## src/design/pdt_pkg.sv

```systemverilog
/*
 * pdt_pkg: shared constants for the pio data strobe timing block:
 * register offsets, field positions, reset values, default counts and
 * the sequencer state type.
 * assumes: compiled before every other design file.
 */
package pdt_pkg;

    // register port geometry
    localparam int ADDR_W  = 8;
    localparam int DATA_W  = 32;
    localparam int FIELD_W = 7;
    localparam int PIO_W   = 16;

    // register offsets (byte addresses, one aligned word each)
    localparam logic [7:0] PDT_STB_OFS  = 8'h00;
    localparam logic [7:0] PDT_RCV_OFS  = 8'h04;
    localparam logic [7:0] PDT_CTL_OFS  = 8'h08;
    localparam logic [7:0] PDT_STAT_OFS = 8'h0c;

    // field positions inside the two timing registers
    localparam int SLV_LSB = 8;
    localparam int MST_LSB = 0;

    // writable bits of the timing registers, reserved bits read zero
    localparam logic [31:0] TIMING_MASK = 32'h00007f7f;
    localparam logic [31:0] TIMING_RST  = 32'h00000000;

    // control and status bit positions
    localparam int CTL_OVR_BIT  = 0;
    localparam int STAT_BUSY    = 0;
    localparam int STAT_DRIVE   = 1;
    localparam int STAT_OVR     = 2;

    // counts used while the override is off (cycles minus one)
    localparam logic [6:0] DEF_STB_CNT = 7'h05;
    localparam logic [6:0] DEF_RCV_CNT = 7'h03;

    // sequencer states, gray coded along idle, strobe, recover
    typedef enum logic [1:0] {
        PDT_IDLE    = 2'b00,
        PDT_STROBE  = 2'b01,
        PDT_RECOVER = 2'b11
    } pdt_state_e;

endpackage

```

## src/design/pdt_span_counter.sv

```systemverilog
/*
 * pdt_span_counter: loadable down counter that times one strobe or one
 * recovery span; zero flags the last cycle of the span.
 * assumes: reset already synchronised by the instantiating module.
 */
`timescale 1ns/1ps
`default_nettype none
module pdt_span_counter (
    // clock and reset
    input  wire logic                      ref_clk,
    input  wire logic                      rst_n,
    // load side
    input  wire logic                      load,
    input  wire logic [pdt_pkg::FIELD_W-1:0] load_val,
    // state
    output logic                           count_zero
);
    import pdt_pkg::*;

    logic [FIELD_W-1:0] count_reg;

    // load wins over the decrement so back to back spans line up
    always_ff @(posedge ref_clk or negedge rst_n) begin
        if (!rst_n) begin
            count_reg <= 7'h00;
        end else if (load) begin
            count_reg <= load_val;
        end else if (count_reg != 7'h00) begin
            count_reg <= count_reg - 7'h01;
        end
    end

    assign count_zero = (count_reg == 7'h00);

endmodule
`default_nettype wire

```

## src/design/pdt_strobe_timing.sv

```systemverilog
/*
 * pdt_strobe_timing: timing registers and strobe sequencer for pio
 * 16-bit data register transfers to the master or slave drive.
 * assumes: one clock ref_clk at 50 MHz; the controller raises one
 * transfer request at a time and holds it until xfer_ready.
 */
// Function
// RQ1: slave data accesses hold the strobe for upper strobe field plus one.
// RQ2: master data accesses hold the strobe for lower strobe field plus one.
// RQ3: slave accesses keep strobes negated upper recovery field plus one.
// RQ4: master accesses keep strobes negated lower recovery field plus one.
// RQ5: each seven bit field spans 1 to 128 clock cycles.
// RQ6: fields apply only while timing override is set, else defaults.
// RQ7: programmed widths govern 16-bit data transfers to both drives.
// RQ8: field set is chosen by the drive select of the access.
`timescale 1ns/1ps
`default_nettype none
module pdt_strobe_timing (
    // clock and reset
    input  wire logic                       ref_clk,
    input  wire logic                       resetn,
    // register port
    input  wire logic [pdt_pkg::ADDR_W-1:0] reg_addr,
    input  wire logic [pdt_pkg::DATA_W-1:0] reg_wdata,
    input  wire logic                       reg_wr,
    input  wire logic                       reg_rd,
    output logic      [pdt_pkg::DATA_W-1:0] reg_rdata,
    // transfer request from the controller
    input  wire logic                       xfer_valid,
    input  wire logic                       xfer_write,
    input  wire logic                       xfer_drive,
    input  wire logic [pdt_pkg::PIO_W-1:0]  xfer_wdata,
    output logic                            xfer_ready,
    output logic                            xfer_done,
    output logic      [pdt_pkg::PIO_W-1:0]  xfer_rdata,
    // drive side strobes and data pins
    output logic                            drive_read_strobe,
    output logic                            drive_write_strobe,
    input  wire logic [pdt_pkg::PIO_W-1:0]  drive_data_in,
    output logic      [pdt_pkg::PIO_W-1:0]  drive_data_out,
    output logic                            drive_data_oe
);
    import pdt_pkg::*;

    logic               rst_meta_reg;
    logic               rst_n;
    logic [31:0]        strobe_width_reg;
    logic [31:0]        recovery_time_reg;
    logic               override_reg;
    pdt_state_e         state_reg;
    pdt_state_e         state_next;
    logic               write_reg;
    logic               drive_reg;
    logic               accept;
    logic               span_load;
    logic [FIELD_W-1:0] span_val;
    logic               span_zero;
    logic [FIELD_W-1:0] eff_stb;
    logic [FIELD_W-1:0] eff_rcv;
    logic               strobe_any;
    logic [31:0]        rdata_next;

    // pick the field of the addressed drive, or the default count
    function automatic logic [FIELD_W-1:0] pick_count(
        input logic [31:0]        regval,
        input logic               slave,
        input logic               ovr,
        input logic [FIELD_W-1:0] dflt
    );
        logic [FIELD_W-1:0] fld;
        fld = slave ? regval[SLV_LSB +: FIELD_W]
                    : regval[MST_LSB +: FIELD_W];
        return ovr ? fld : dflt;
    endfunction

    // reset release through two flops, assertion stays asynchronous
    always_ff @(posedge ref_clk or negedge resetn) begin
        if (!resetn) begin
            rst_meta_reg <= 1'b0;
            rst_n        <= 1'b0;
        end else begin
            rst_meta_reg <= 1'b1;
            rst_n        <= rst_meta_reg;
        end
    end

    // timing registers, reserved bits masked off on write
    always_ff @(posedge ref_clk or negedge rst_n) begin
        if (!rst_n) begin
            strobe_width_reg  <= TIMING_RST;
            recovery_time_reg <= TIMING_RST;
        end else if (reg_wr) begin
            if (reg_addr == PDT_STB_OFS) begin
                strobe_width_reg <= reg_wdata & TIMING_MASK;
            end
            if (reg_addr == PDT_RCV_OFS) begin
                recovery_time_reg <= reg_wdata & TIMING_MASK;
            end
        end
    end

    // override enable, held here since no other owner is wired in
    always_ff @(posedge ref_clk or negedge rst_n) begin
        if (!rst_n) begin
            override_reg <= 1'b0;
        end else if (reg_wr && reg_addr == PDT_CTL_OFS) begin
            override_reg <= reg_wdata[CTL_OVR_BIT];
        end
    end

    // read mux, unmapped offsets answer zero
    always_comb begin
        rdata_next = 32'h00000000;
        case (reg_addr)
            PDT_STB_OFS:  rdata_next = strobe_width_reg;
            PDT_RCV_OFS:  rdata_next = recovery_time_reg;
            PDT_CTL_OFS:  rdata_next[CTL_OVR_BIT] = override_reg;
            PDT_STAT_OFS: begin
                rdata_next[STAT_BUSY]  = (state_reg != PDT_IDLE);
                rdata_next[STAT_DRIVE] = drive_reg;
                rdata_next[STAT_OVR]   = override_reg;
            end
            default:      rdata_next = 32'h00000000;
        endcase
    end

    // read data stand for exactly the cycle after the strobe
    always_ff @(posedge ref_clk or negedge rst_n) begin
        if (!rst_n) begin
            reg_rdata <= 32'h00000000;
        end else if (reg_rd) begin
            reg_rdata <= rdata_next;
        end else begin
            reg_rdata <= 32'h00000000;
        end
    end

    // effective counts of the drive in question
    assign eff_stb = pick_count(strobe_width_reg, xfer_drive,
                                override_reg, DEF_STB_CNT); // see RQ6
    assign eff_rcv = pick_count(recovery_time_reg, drive_reg,
                                override_reg, DEF_RCV_CNT); // see RQ6

    // a new strobe may start in idle or in the last recovery cycle
    assign xfer_ready = (state_reg == PDT_IDLE) ||
                        (state_reg == PDT_RECOVER && span_zero); // see RQ3
    assign accept     = xfer_valid && xfer_ready;

    // sequencer next state
    always_comb begin
        state_next = state_reg;
        span_load  = 1'b0;
        span_val   = eff_stb;
        case (state_reg)
            PDT_IDLE: begin
                if (accept) begin
                    state_next = PDT_STROBE;
                    span_load  = 1'b1;
                    span_val   = eff_stb; // see RQ1
                end
            end
            PDT_STROBE: begin
                if (span_zero) begin
                    state_next = PDT_RECOVER;
                    span_load  = 1'b1;
                    span_val   = eff_rcv; // see RQ4
                end
            end
            PDT_RECOVER: begin
                if (accept) begin
                    state_next = PDT_STROBE;
                    span_load  = 1'b1;
                    span_val   = eff_stb; // see RQ2
                end else if (span_zero) begin
                    state_next = PDT_IDLE;
                end
            end
            default: state_next = PDT_IDLE;
        endcase
    end

    always_ff @(posedge ref_clk or negedge rst_n) begin
        if (!rst_n) begin
            state_reg <= PDT_IDLE;
        end else begin
            state_reg <= state_next;
        end
    end

    // span timer, 0..7f gives 1..128 cycles
    pdt_span_counter u_span (
        .ref_clk    (ref_clk),
        .rst_n      (rst_n),
        .load       (span_load),
        .load_val   (span_val), // see RQ5
        .count_zero (span_zero)
    );

    // latch direction, drive and write data of the accepted transfer
    always_ff @(posedge ref_clk or negedge rst_n) begin
        if (!rst_n) begin
            write_reg      <= 1'b0;
            drive_reg      <= 1'b0;
            drive_data_out <= 16'h0000;
        end else if (accept) begin
            write_reg      <= xfer_write;
            drive_reg      <= xfer_drive; // see RQ8
            drive_data_out <= xfer_wdata; // see RQ7
        end
    end

    // strobes decode straight from registered state, no glitch path
    assign strobe_any         = (state_reg == PDT_STROBE);
    assign drive_read_strobe  = strobe_any && !write_reg;
    assign drive_write_strobe = strobe_any && write_reg;
    assign drive_data_oe      = drive_write_strobe; // see RQ7

    // read word caught in the last strobe cycle; done pulses after it
    always_ff @(posedge ref_clk or negedge rst_n) begin
        if (!rst_n) begin
            xfer_rdata <= 16'h0000;
            xfer_done  <= 1'b0;
        end else begin
            xfer_done <= strobe_any && span_zero;
            if (strobe_any && span_zero && !write_reg) begin
                xfer_rdata <= drive_data_in;
            end
        end
    end

    // helper logic for the checks: run lengths of high and low strobe
    logic [7:0]         hi_run;
    logic [7:0]         lo_run;
    logic [FIELD_W-1:0] exp_stb;
    logic [FIELD_W-1:0] exp_rcv;
    logic               prev_drive;
    logic               seen_fall;
    logic               strobe_d;

    always_ff @(posedge ref_clk or negedge rst_n) begin
        if (!rst_n) begin
            hi_run     <= 8'h00;
            lo_run     <= 8'h00;
            exp_stb    <= 7'h00;
            exp_rcv    <= 7'h00;
            prev_drive <= 1'b0;
            seen_fall  <= 1'b0;
            strobe_d   <= 1'b0;
        end else begin
            strobe_d <= strobe_any;
            hi_run   <= strobe_any ? hi_run + 8'h01 : 8'h00;
            if (!strobe_any && lo_run != 8'hff) begin
                lo_run <= lo_run + 8'h01;
            end else if (strobe_any) begin
                lo_run <= 8'h00;
            end
            if (accept) begin
                exp_stb <= eff_stb;
            end
            if (span_load && state_reg == PDT_STROBE) begin
                exp_rcv    <= eff_rcv;
                prev_drive <= drive_reg;
                seen_fall  <= 1'b1;
            end
        end
    end

    a_slave_strobe_width: assert property ( // see RQ1
        @(posedge ref_clk) disable iff (!rst_n)
        (!strobe_any && strobe_d && drive_reg)
            |-> hi_run == {1'b0, exp_stb} + 8'h01
    ) else $error("slave strobe width wrong");

    a_master_strobe_width: assert property ( // see RQ2
        @(posedge ref_clk) disable iff (!rst_n)
        (!strobe_any && strobe_d && !drive_reg)
            |-> hi_run == {1'b0, exp_stb} + 8'h01
    ) else $error("master strobe width wrong");

    a_slave_recovery_gap: assert property ( // see RQ3
        @(posedge ref_clk) disable iff (!rst_n)
        (strobe_any && !strobe_d && seen_fall && prev_drive)
            |-> lo_run >= {1'b0, exp_rcv} + 8'h01
    ) else $error("slave recovery too short");

    a_master_recovery_gap: assert property ( // see RQ4
        @(posedge ref_clk) disable iff (!rst_n)
        (strobe_any && !strobe_d && seen_fall && !prev_drive)
            |-> lo_run >= {1'b0, exp_rcv} + 8'h01
    ) else $error("master recovery too short");

    a_width_ceiling: assert property ( // see RQ5
        @(posedge ref_clk) disable iff (!rst_n)
        strobe_any |-> hi_run < 8'h80
    ) else $error("strobe longer than 128 cycles");

    a_zero_one_cycle: assert property ( // see RQ5
        @(posedge ref_clk) disable iff (!rst_n)
        (accept && eff_stb == 7'h00) |=> strobe_any ##1 !strobe_any
    ) else $error("zero field not one cycle");

    a_override_default: assert property ( // see RQ6
        @(posedge ref_clk) disable iff (!rst_n)
        (accept && !override_reg) |=> exp_stb == DEF_STB_CNT
    ) else $error("fields used with override off");

    a_write_data_driven: assert property ( // see RQ7
        @(posedge ref_clk) disable iff (!rst_n)
        $rose(drive_write_strobe)
            |-> drive_data_oe && drive_data_out == $past(xfer_wdata)
    ) else $error("write data not on pins");

    a_drive_select: assert property ( // see RQ8
        @(posedge ref_clk) disable iff (!rst_n)
        accept |=> drive_reg == $past(xfer_drive)
    ) else $error("drive select not followed");

endmodule
`default_nettype wire

```

## config.mk

```make
export PLATFORM = sky130hd
export DESIGN_NAME = pdt_strobe_timing
export DESIGN_NICKNAME = d
export VERILOG_FILES = /design/src/design/pdt_pkg.sv /design/src/design/pdt_span_counter.sv /design/src/design/pdt_strobe_timing.sv
export SDC_FILE = /design/constraint.sdc
export NUM_CORES = 1
export LEC_CHECK = 0
export BUFFER_PORTS_ARGS = -buffer_cell sky130_fd_sc_hd__buf_2
export CAP_MARGIN = 10
export CORE_MARGIN = 4
export CORE_UTILIZATION = 51
export CTS_BUF_LIST = sky130_fd_sc_hd__clkbuf_4
export CTS_CLUSTER_SIZE = 28
export DETAILED_ROUTE_END_ITERATION = 16
export HOLD_SLACK_MARGIN = 0.05
export MAX_ROUTING_LAYER = met4
export PLACE_DENSITY = 0.85
export SYNTH_ARGS = -nofsm -noshare
export SYNTH_HDL_FRONTEND = slang
export SYNTH_SLANG_ARGS = --single-unit
```

## constraint.sdc

```tcl
create_clock -name ref_clk -period 3.5 [get_ports ref_clk]
set_input_delay 0.525 -clock ref_clk [delete_from_list [all_inputs] [get_ports ref_clk]]
set_output_delay 0.525 -clock ref_clk [all_outputs]
set_load 0.03 [all_outputs]
```

=== Word level (Yosys, flattened, before mapping) ===
Cells that the tools add are included.

* Add/sub/neg operators: 1
* Multiply operators: 0
* Div/mod/pow operators: 0
* Order comparisons: 0
* Equality and inequality tests: 8
* Shift operators: 0
* Mux-type cells: 20
* Bitwise logic cells: 0
* Reductions and logical operators: 19

{| class="wikitable"
|+ Operator list
! cell !! count
|-
| 7-bit 2-to-1 mux || 8
|-
| 32-bit 2-to-1 mux || 1
|-
| 12-bit one-hot mux with 2 select lines || 1
|-
| 8-bit by 4-bit equality test with 1-bit output, second input constant || 2
|-
| 2-bit one-hot mux with 3 select lines || 2
|-
| 8-bit by 3-bit equality test with 1-bit output, second input constant || 1
|-
| 8-bit logical NOT || 1
|-
| 2-bit 2-to-1 mux || 4
|-
| 1-bit logical AND || 7
|-
| 7-bit logical NOT || 1
|-
| 7-bit nonzero test || 1
|-
| 7-bit by 1-bit subtractor with 7-bit output, second input constant || 1
|-
| 2-bit inequality test, second input constant || 2
|-
| 1-bit one-hot mux with 4 select lines || 1
|-
| 2-bit AND reduction || 2
|-
| 2-bit nonzero test || 2
|-
| 3-bit inequality test, second input constant || 1
|-
| 3-bit AND reduction || 1
|-
| 2-bit by 1-bit equality test with 1-bit output, second input constant || 1
|-
| 2-bit equality test, second input constant || 1
|-
| 2-bit logical NOT || 1
|-
| 1-bit 2-to-1 mux || 2
|-
| 1-bit one-hot mux with 2 select lines || 1
|-
| 2-bit OR reduction || 1
|-
| 2 further kinds || 2
|}

* Flip-flop bits (word level): 107
* Bits in latches: 0
* Bits in writable memories: 0
* Memory bits (read-only): 0
* Bits of input ports: 79
* Word-level logic and storage cells: 61
* Memories kept: 0

=== Depth between registers and ports, before layout ===
Gate-level depths: netlist of run 1.

* Depth after elaboration: 7
* Gate-level depth with buffers: 8
* Gate-level depth less buffers: 7

=== Cells and area by module ===
Synthesis of run 1 repeated with hierarchy kept, for this count alone.

* Cell total of the unflattened synthesis: 320
* Area, all modules: 4120.2 um^2

{| class="wikitable"
|+ By module, submodules not included
! module !! instances !! cells an instance !! area each (um^2) !! seq. area each (um^2)
|-
| pdt_strobe_timing || 1 || 277 || 3686.0 || 2052.0
|-
| pdt_span_counter || 1 || 43 || 434.2 || 175.2
|}

=== Worst setup path after synthesis of run 1 ===
Ideal clock, no wire load.

* Path kind: register to register
* Start point: reg u_span.count_reg[0]
* End point: reg drive_data_out[10] (netlist name)
* Setup time: 125 ps
* Arrival time: 2037 ps
* Required time: 3375 ps
* Path slack: 1339 ps
* Stages on the path, launching flop included: 9
* Path buffers: 1
* Path through: dfrtp_1 > inv_1 > ha_1 > nor3b_4 > a41oi_1 > inv_2 > nand2_2 > buf_4 > mux2_2

* Cells in the longest elaborated chain, start to end: 4

{| class="wikitable"
|+ RTL lines
! what !! RTL line !! RTL
|-
| start, declared || pdt_span_counter.sv:20 || <nowiki>logic [FIELD_W-1:0] count_reg;</nowiki>
|-
| start signal, assigned || pdt_span_counter.sv:27 || <nowiki>count_reg <= load_val;</nowiki>
|-
| start signal, assigned || pdt_span_counter.sv:29 || <nowiki>count_reg <= count_reg - 7'h01;</nowiki>
|-
| 7-bit logical NOT || pdt_span_counter.sv:33 || <nowiki>assign count_zero = (count_reg == 7'h00);</nowiki>
|-
| 1-bit logical AND || pdt_strobe_timing.sv:146 || <nowiki>(state_reg == PDT_RECOVER && span_zero);</nowiki>
|-
| 1-bit logical OR || pdt_strobe_timing.sv:145 || <nowiki>assign xfer_ready = (state_reg == PDT_IDLE) ||</nowiki>
|-
| net xfer_ready || pdt_strobe_timing.sv:33 || <nowiki>output logic xfer_ready,</nowiki>
|-
| 1-bit logical AND || pdt_strobe_timing.sv:147 || <nowiki>assign accept = xfer_valid && xfer_ready;</nowiki>
|-
| end signal, assigned || pdt_strobe_timing.sv:208 || <nowiki>drive_data_out <= xfer_wdata;</nowiki>
|-
| end, declared || pdt_strobe_timing.sv:40 || <nowiki>output logic [pdt_pkg::PIO_W-1:0] drive_data_out,</nowiki>
|}

The timed path passes the listed nets, and every way through them passes these cells.
A chain may end at the register's enable or synchronous reset.

=== Final worst setup path of run 1 ===
* Start point: reg u_span.count_reg[0]
* End point: reg xfer_rdata[5] (netlist name)

* Cells in the longest elaborated chain, start to end: 3

{| class="wikitable"
|+ RTL lines
! what !! RTL line !! RTL
|-
| 7-bit logical NOT || pdt_span_counter.sv:33 ||
|-
| 1-bit logical AND (2 in series) || pdt_strobe_timing.sv:225 || <nowiki>if (strobe_any && span_zero && !write_reg) begin</nowiki>
|-
| end signal, assigned || pdt_strobe_timing.sv:226 || <nowiki>xfer_rdata <= drive_data_in;</nowiki>
|-
| end, declared || pdt_strobe_timing.sv:35 || <nowiki>output logic [pdt_pkg::PIO_W-1:0] xfer_rdata,</nowiki>
|}

No other way between the ends.

==> out/qor.txt, run 1 <==
number of CTS-inserted buffers = 9
WHS Path Cells = 2
Clock power frac = 21.1%
first-pass GRT wire length = 13400 um
Tcrit/Tclk final = 79.7%
endpoints failing setup = 0
Final HPWL DP = 5710 um
Synth Warn # = 0
data required time at the worst endpoint = 3.81 ns
RSZ-0062 raised after global routing = no
Place WS = 0.741 ns
Sw Share = 38.0%
synthesized cell area = 0.00410 mm^2
synthesized instance count = 319
crit path time final = 2.79 ns
CTS tree = built
core area = 0.00777 mm^2
CP startpoint kind = flip-flop
NumNets Final = 511
via count = 2759
Combinational Power Share = 38.5%
relative slew slack = 29.5%
number of port buffers = 111
Synth area leader = dfrtp_1
top cell type's share of synthesized area = 54.4%
Power Density = 757 mW/mm^2
clk_lat worst skew = 0.42 ns
starting density of the core = 52.8%
DRC violations left = 0
Post-CTS Setup Bufs = 0
maximum vdd drop = 0.299 mV
Synth async-reset ratio = 100%
via/cell ratio = 5.18
Syn-to-layout area delta = 18.4%
DR iter-0 viols = 155
First-pass DRT Iterations = 4
Worst Hold Class = in2reg
number of antenna violations at the first check in global routing = 0
Worst setup EP type = flip-flop
fin cells = 533
routed len/inst = 15.0 um
Max Slew Vio Count = 0
Overall Global Routing Usage = 17.7%
commonest non-fill, non-tap cells in the layout = buf_2, dfrtp_1, mux2_2, conb_1, nand2_1
CP max FO = 16
total grt overflow = 0
die area = 0.00953 mm^2
NetSw = 1390 uW
ANT nets after route = 0
Int Pwr = 2270 uW
clock skew = 0.0133 ns
worst path arrival time = 3.10 ns
Clock Tree Root = clkbuf_4
status = finished clean
CTS clock-pin slew for the worst setup and hold paths = 0.14 ns
placed cell count = 516
ys flop type = dfrtp_1
register area share after synthesis = 54.4%
vias in the first global route = 2755
row cnt = 32
worst-margin pin slew = 1.06 ns
layout cells sized above 1 = 45.9%
Final GP Congestion = 0.868
Largest regs = drive_data_out (16), xfer_rdata (16)
Die Wd = 97.6 um
Pleak = 0.00248 uW
#FFs+latches synth = 89
Total Routed Length = 8010 um
Reg2Reg Depth = 6
largest net degree at the start of global routing = 88
max_cap viols = 0
DIE HEIGHT = 97.6 um
Diodes inserted = 0
sequential share of power = 40.4%
type of the worst setup path = reg2reg
H-tree Lvls = 3
Setup WS post-layout = 0.709 ns
CTS max path bufs = 2
commonest non-fill, non-tap cell in the layout = buf_2
fill count = 596
post-synth cell types = 49
I/O pins = 148
top post-synthesis cells by area = dfrtp_1, mux2_2, buf_4
CTS sink count = 89
Post-Syn Area per Cell = 12.8 um^2
maximum clock rate = 358 MHz
Sum Neg Setup Slack = 0 ns
Hold Fails Final Rpt = 0
Post-synth EDFFs = 0
## repair_timing
action,CTS,global route
setup endpoints to repair,0,0
gates resized for setup,0,0
hold endpoints to repair,2,0
hold buffers,1,0
## kinds of logic (layout without fill, tap and decap cells)
kind of cell,after synthesis,after routing,synth area share (%)
simple gates,57,57,7.94
buf+inv,41,136,6.05
other cells,2,19,0.183
compound gates,40,40,7.05
flops,89,89,54.4
mux,80,80,21.7
xor+xnor,4,4,0.855
fa+ha+maj,6,6,1.83
## Yosys cell counts (all sizes together) (2+ instances only)
cell type,count
nand3,3
conb,2
nor2,13
and3,4
o21ai,6
mux2i,8
o22ai,3
mux2,72
nor3b,2
a21oi,6
and3b,2
xnor2,2
buf,26
o211ai,2
nand4,2
or4,2
nand2,18
inv,8
a31oi,3
xor2,2
and2,2
ha,6
clkbuf,7
a211oi,3
dfrtp,89
nor3,4
a22o,11
## layer usage
| layer | global-route usage (%) | wire, um |
|---|---|---|
| met5 | - | 0 |
| met4 | 6.50 | 94 |
| met3 | 3.80 | 597 |
| met2 | 27.9 | 3860 |
| met1 | 22.6 | 3460 |
## power groups by stage
stage                     Combinational, uW  Clock (uW)  Sequential [uW]
after global routing                   1530         836             1520
after floorplan                         706           0             1860
after CTS                              1430         797             1490
final                                  1410         776             1480
after global placement                 1390           0             1490
after detailed placement               1420           0             1510
## worst paths after layout
| check | from | endpoint | slack (ns) |
|---|---|---|---|
| setup / recovery | u_span.count_reg[0] | xfer_rdata[5] | 0.71 |
| hold / removal | xfer_wdata[10] | drive_data_out[10] | 0.32 |
| setup reg to reg | u_span.count_reg[0] | xfer_rdata[5] | 0.71 |
| hold reg to reg | rst_meta_reg | rst_n | 0.37 |
| max in group asynchronous | rst_n | xfer_done | 2.30 |
| min in group asynchronous | resetn | rst_n | 0.38 |
## stage by stage
step | instance area, um^2 | total power (uW) | utilization, % | hold slack [ns]
after global placement | 4630 | 2880 | 59.6 | 0.310
final | 4850 | 3670 | 62.4 | 0.318
after global routing | 4850 | 3880 | 62.4 | 0.303
after CTS | 4850 | 3710 | 62.4 | 0.292
after detailed placement | 4630 | 2930 | 59.6 | 0.311
after floorplan | 4160 | 2560 | - | 0.229
## worst max-delay path, stage by stage (launching register included)
cell and delay (ns):
dfrtp_1 0.42, inv_1 0.09, ha_1 0.20, nor3b_4 0.36, nand3_1 0.46, nor2_2 0.75
mux2_2 0.41
## area by class of cell
type	count	area, um^2	share of cell area, %
sequential	89	2230	46.0
clock buffer	9	67.6	1.39
tap	102	128	2.63
timing repair buffer	112	566	11.7
multi-input combinational	206	1690	34.8
clock inverter	7	141	2.92
inverter	8	30.0	0.619
No activity file was read; power rests on OpenSTA's default activity.
==> run 2, diff against run 1 <==
Clock period 3.5 ns to 2.7 ns, I/O delays scaled along.
==> out/qor.txt, run 2 (synthesis results as in run 1) <==
WHS Path Cells = 2
DRC violations left = 0
Placed Area = 0.00467 mm^2
Largest regs = drive_data_out (16), xfer_rdata (16)
commonest non-fill, non-tap cell in the layout = buf_2
worst hold start = reg_wdata[4]
Total Routed Length = 8010 um
Max Slew Vio Count = 0
Tcrit/Tclk final = 91.9%
Worst Hold Path EP = strobe_width_reg[4]
core area = 0.00777 mm^2
Combinational Power Share = 41.0%
fin area = 0.00482 mm^2
largest net degree at the start of global routing = 48
Die Wd = 97.6 um
H-tree Lvls = 3
I/O pins = 148
number of antenna violations at the first check in global routing = 0
CP max stage delay = 0.41 ns
DIE HEIGHT = 97.6 um
Clock Tree Root = clkbuf_4
reg-to-reg endpoint = u_span.count_reg[0]
Worst setup EP type = output pin
Sum Neg Setup Slack = 0 ns
crit-path cells = inv_1 > ha_1 > nor3b_4 > a41oi_1 > inv_2 > buf_2
status = finished clean
CTS max path bufs = 2
type of the worst setup path = reg2out
commonest non-fill, non-tap cells in the layout = buf_2, dfrtp_1, mux2_2, conb_1, nand2_1
Overall Global Routing Usage = 17.4%
CP max FO = 8
NumNets Final = 516
row cnt = 32
die area = 0.00953 mm^2
maximum clock rate = 403 MHz
vias in the first global route = 2779
r2r startpoint = u_span.count_reg[0]
sequential share of power = 42.6%
layout cells sized above 1 = 46.8%
maximum vdd drop = 0.322 mV
fill count = 657
Pleak = 0.00247 uW
Hold Fails Final Rpt = 0
relative slew slack = 60.7%
via count = 2753
DR iter-0 viols = 79
Worst Hold Class = in2reg
worst path arrival time = 2.08 ns
RSZ-0062 raised after global routing = no
Sw Share = 40.4%
Final HPWL DP = 5910 um
clock skew = 0.0140 ns
routed len/inst = 14.9 um
endpoints failing setup = 0
number of CTS-inserted buffers = 9
Power Density = 934 mW/mm^2
worst-margin pin slew = 0.589 ns
r2r setup slk = 0.44 ns
first-pass GRT wire length = 13300 um
CTS tree = built
CTS clock-pin slew for the worst setup and hold paths = 0.14 ns
Syn-to-layout area delta = 17.6%
CP startpoint kind = flip-flop
max_cap viols = 0
NetSw = 1820 uW
crit path time final = 2.48 ns
Final GP Congestion = 0.870
Core Util, Final = 62.1%
CP max-delay cell = dfrtp_1
via/cell ratio = 5.12
CTS resizes = 0
CTS sink count = 89
Diodes inserted = 0
Hold Slack = 0.196 ns
Reg2Reg Depth = 7
Clock power frac = 16.4%
starting density of the core = 52.8%
ANT nets after route = 0
number of port buffers = 111
data required time at the worst endpoint = 2.30 ns
total grt overflow = 0
Int Pwr = 2680 uW
First-pass DRT Iterations = 5
clk_lat worst skew = 0.43 ns
[run 2: worst max path at each step]
| stage | start | to | slack, ns | cells after the start |
|---|---|---|---|---|
| CTS | u_span.count_reg[0] | xfer_ready | 0.18 | 6 |
| floorplan | rst_n | drive_data_out[0] | 0.04 | 0 |
| global placement | u_span.count_reg[0] | u_span.count_reg[0] | 0.49 | 7 |
| global route | u_span.count_reg[0] | xfer_ready | 0.01 | 6 |
| finish | u_span.count_reg[0] | xfer_ready | 0.22 | 6 |
| detailed placement | u_span.count_reg[0] | drive_data_out[4] | 0.47 | 7 |
[run 2: through the flow]
step | power, uW | worst slack, ns | instances
2_1_floorplan | 3320 | 0.0375 | 336
3_3_place_gp | 3750 | 0.490 | 521
3_5_place_dp | 3810 | 0.472 | 521
4_1_cts | 4550 | 0.176 | 538
5_1_grt | 4790 | 0.0119 | 538
6_report | 4500 | 0.218 | 538
[run 2: final cells by class]
class / count / area (um^2) / area share [%]
well taps: 102 / 128 / 2.65
clock inverters: 6 / 67.6 / 1.40
repair buffers: 117 / 603 / 12.5
flip-flops and latches: 89 / 2230 / 46.3
clock buffers: 10 / 75.1 / 1.56
inverters: 8 / 30.0 / 0.623
multi-input cells: 206 / 1690 / 35.0
[run 2: worst max-delay path: cells and delay by family, from the launching register on]
kind                       cells  cell delay, ns
adders and majority gates      1            0.20
DFF                            1            0.41
buffers and inverters          3            0.40
and+or+nand+nor                1            0.36
AOI/OAI and AO/OA              1            0.29
[run 2: timing repair]
| action | CTS | global route |
|---|---|---|
| endpoints found under the hold margin | 2 | 0 |
| setup buffers | 0 | 0 |
| hold buffers | 1 | 0 |
| endpoints found under the setup margin | 0 | 0 |
[run 2: per-layer routing]
metal  vias up  wire, um  share of wire (%)  GRT usage [%]
li1       1322         -                  -              -
met1      1312      3540                 44           22.6
met2       106      3790                 47           27.3
met3        13       555                6.9           3.52
met4         0       125                1.6           6.07
met5         -         0                  0              -
[run 2: power groups by stage]
stage | sequential [uW] | combinational, uW | clock, uW
2_1_floorplan | 2400 | 916 | 0
4_1_cts | 1920 | 1860 | 765
3_3_place_gp | 1920 | 1820 | 0
6_report | 1920 | 1840 | 739
3_5_place_dp | 1950 | 1860 | 0
5_1_grt | 1970 | 2000 | 822
==> run 3, diff against run 2 <==
Settings changed: BUFFER_PORTS_ARGS -buffer_cell sky130_fd_sc_hd__buf_2 to not set, CORE_UTILIZATION 51 to 60, DONT_BUFFER_PORTS set to 1, PLACE_DENSITY 0.85 to 0.79.
==> out/qor.txt, run 3 (synthesis results as in run 1) <==
max_cap viols = 0
Sum Neg Setup Slack = 0 ns
Setup WS post-layout = 0.310 ns
fin cells = 400
Reg area = 0.00223 mm^2
layout cells sized above 1 = 27.2%
endpoints failing setup = 0
Final HPWL DP = 5410 um
Diodes inserted = 0
clk_lat worst skew = 0.42 ns
First-pass DRT Iterations = 4
via count = 2407
CP max FO = 8
Reg2Reg Depth = 7
relative slew slack = 29.4%
Worst setup EP type = output pin
data required time at the worst endpoint = 2.30 ns
Top Family by Delay on Critical Path = flip-flops
total grt overflow = 0
routed len/inst = 19.0 um
status = finished clean
via/cell ratio = 6.02
crit path time final = 2.39 ns
NumNets Final = 404
Bufs and invs on worst path = 2
Max Slew Vio Count = 0
Place WS = 0.360 ns
WHS Path Cells = 1
Largest regs = drive_data_out (16), xfer_rdata (16)
first-pass GRT wire length = 12200 um
commonest non-fill, non-tap cells in the layout = dfrtp_1, mux2_2, conb_1, nand2_1, nor2_1
placed cell count = 383
commonest non-fill, non-tap cell in the layout = dfrtp_1
Worst Hold Class = in2reg
Power Density = 990 mW/mm^2
CP startpoint kind = flip-flop
Die Wd = 90.6 um
row cnt = 29
starting density of the core = 63.1%
Tcrit/Tclk final = 88.5%
clock skew = 0.0126 ns
vias in the first global route = 2459
CTS tree = built
Worst path depth = 5
CTS clock-pin slew for the worst setup and hold paths = 0.12 ns
DIE HEIGHT = 90.6 um
Clock Tree Root = clkbuf_4
number of CTS-inserted buffers = 9
Pleak = 0.00199 uW
RSZ-0062 raised after global routing = no
core area = 0.00649 mm^2
DR iter-0 viols = 111
I/O pins = 148
Multi-input gate area = 0.00169 mm^2
Final GP Congestion = 0.846
CTS sink count = 89
CP max stage delay = 0.41 ns
number of port buffers = 0
CTS max path bufs = 2
Syn-to-layout area delta = 2.84%
largest net degree at the start of global routing = 88
ANT nets after route = 0
Overall Global Routing Usage = 19.3%
H-tree Lvls = 3
CP max-delay cell = dfrtp_1
fill count = 509
crit-path cells = inv_1 > ha_1 > nor3b_4 > a41oi_1 > inv_2
Core Util, Final = 64.9%
worst path arrival time = 1.98 ns
Total Routed Length = 7600 um
maximum vdd drop = 0.514 mV
worst-margin pin slew = 1.06 ns
maximum clock rate = 418 MHz
DRC violations left = 0
die area = 0.00822 mm^2
Hold Fails Final Rpt = 0
number of antenna violations at the first check in global routing = 0
type of the worst setup path = reg2out
-- run 3: cell types whose count changed in the layout (fill, tap and decap cells not counted), sizes merged --
cell,before,now
buf,116,3
inv,9,8
dlygate4sd3,1,2
clkinvlp,2,1
clkbuf,10,11
-- run 3: what timing repair did --
| action | CTS | global route |
|---|---|---|
| hold buffers | 2 | 0 |
| gates resized for setup | 0 | 0 |
| hold endpoints to repair | 3 | 0 |
| buffers inserted | 0 | 0 |
-- run 3: worst paths after layout --
kind	startpoint	end	slack (ns)
max	u_span.count_reg[0]	xfer_ready	0.31
min	reg_wdata[5]	strobe_width_reg[5]	0.11
max reg2reg	u_span.count_reg[0]	drive_data_out[15]	0.34
min reg2reg	rst_meta_reg	rst_n	0.36
max in group asynchronous	rst_n	reg_rdata[11]	1.50
min in group asynchronous	resetn	rst_n	0.20
-- run 3: routing by layer --
metal	track usage (%)	vias to the layer above	share of wire, %
met5	-	-	0
met4	7.14	0	1.1
met3	6.00	11	8.1
met2	31.4	103	51
met1	22.5	1204	40
li1	-	1089	-
-- run 3: final cells by class --
class	count	share of cell area (%)
Clock buffer	11	1.96
Timing Repair Buffer	5	1.01
Clock inverter	4	1.07
Sequential cell	89	52.9
Tap cell	77	2.29
Inverter	8	0.713
Multi-Input combinational cell	206	40.0
-- run 3: power breakdown --
part	switching, uW	internal [uW]
sequential	808	1670
clock	408	293
combinational	496	493
-- run 3: stage by stage --
step | total power (uW) | hold slack (ns) | area (um^2)
6_report | 4170 | 0.112 | 4210
2_1_floorplan | 3320 | 0.109 | 4160
3_3_place_gp | 3450 | 0.109 | 4070
3_5_place_dp | 3510 | 0.109 | 4070
5_1_grt | 4410 | 0.0636 | 4210
4_1_cts | 4210 | 0.0876 | 4210
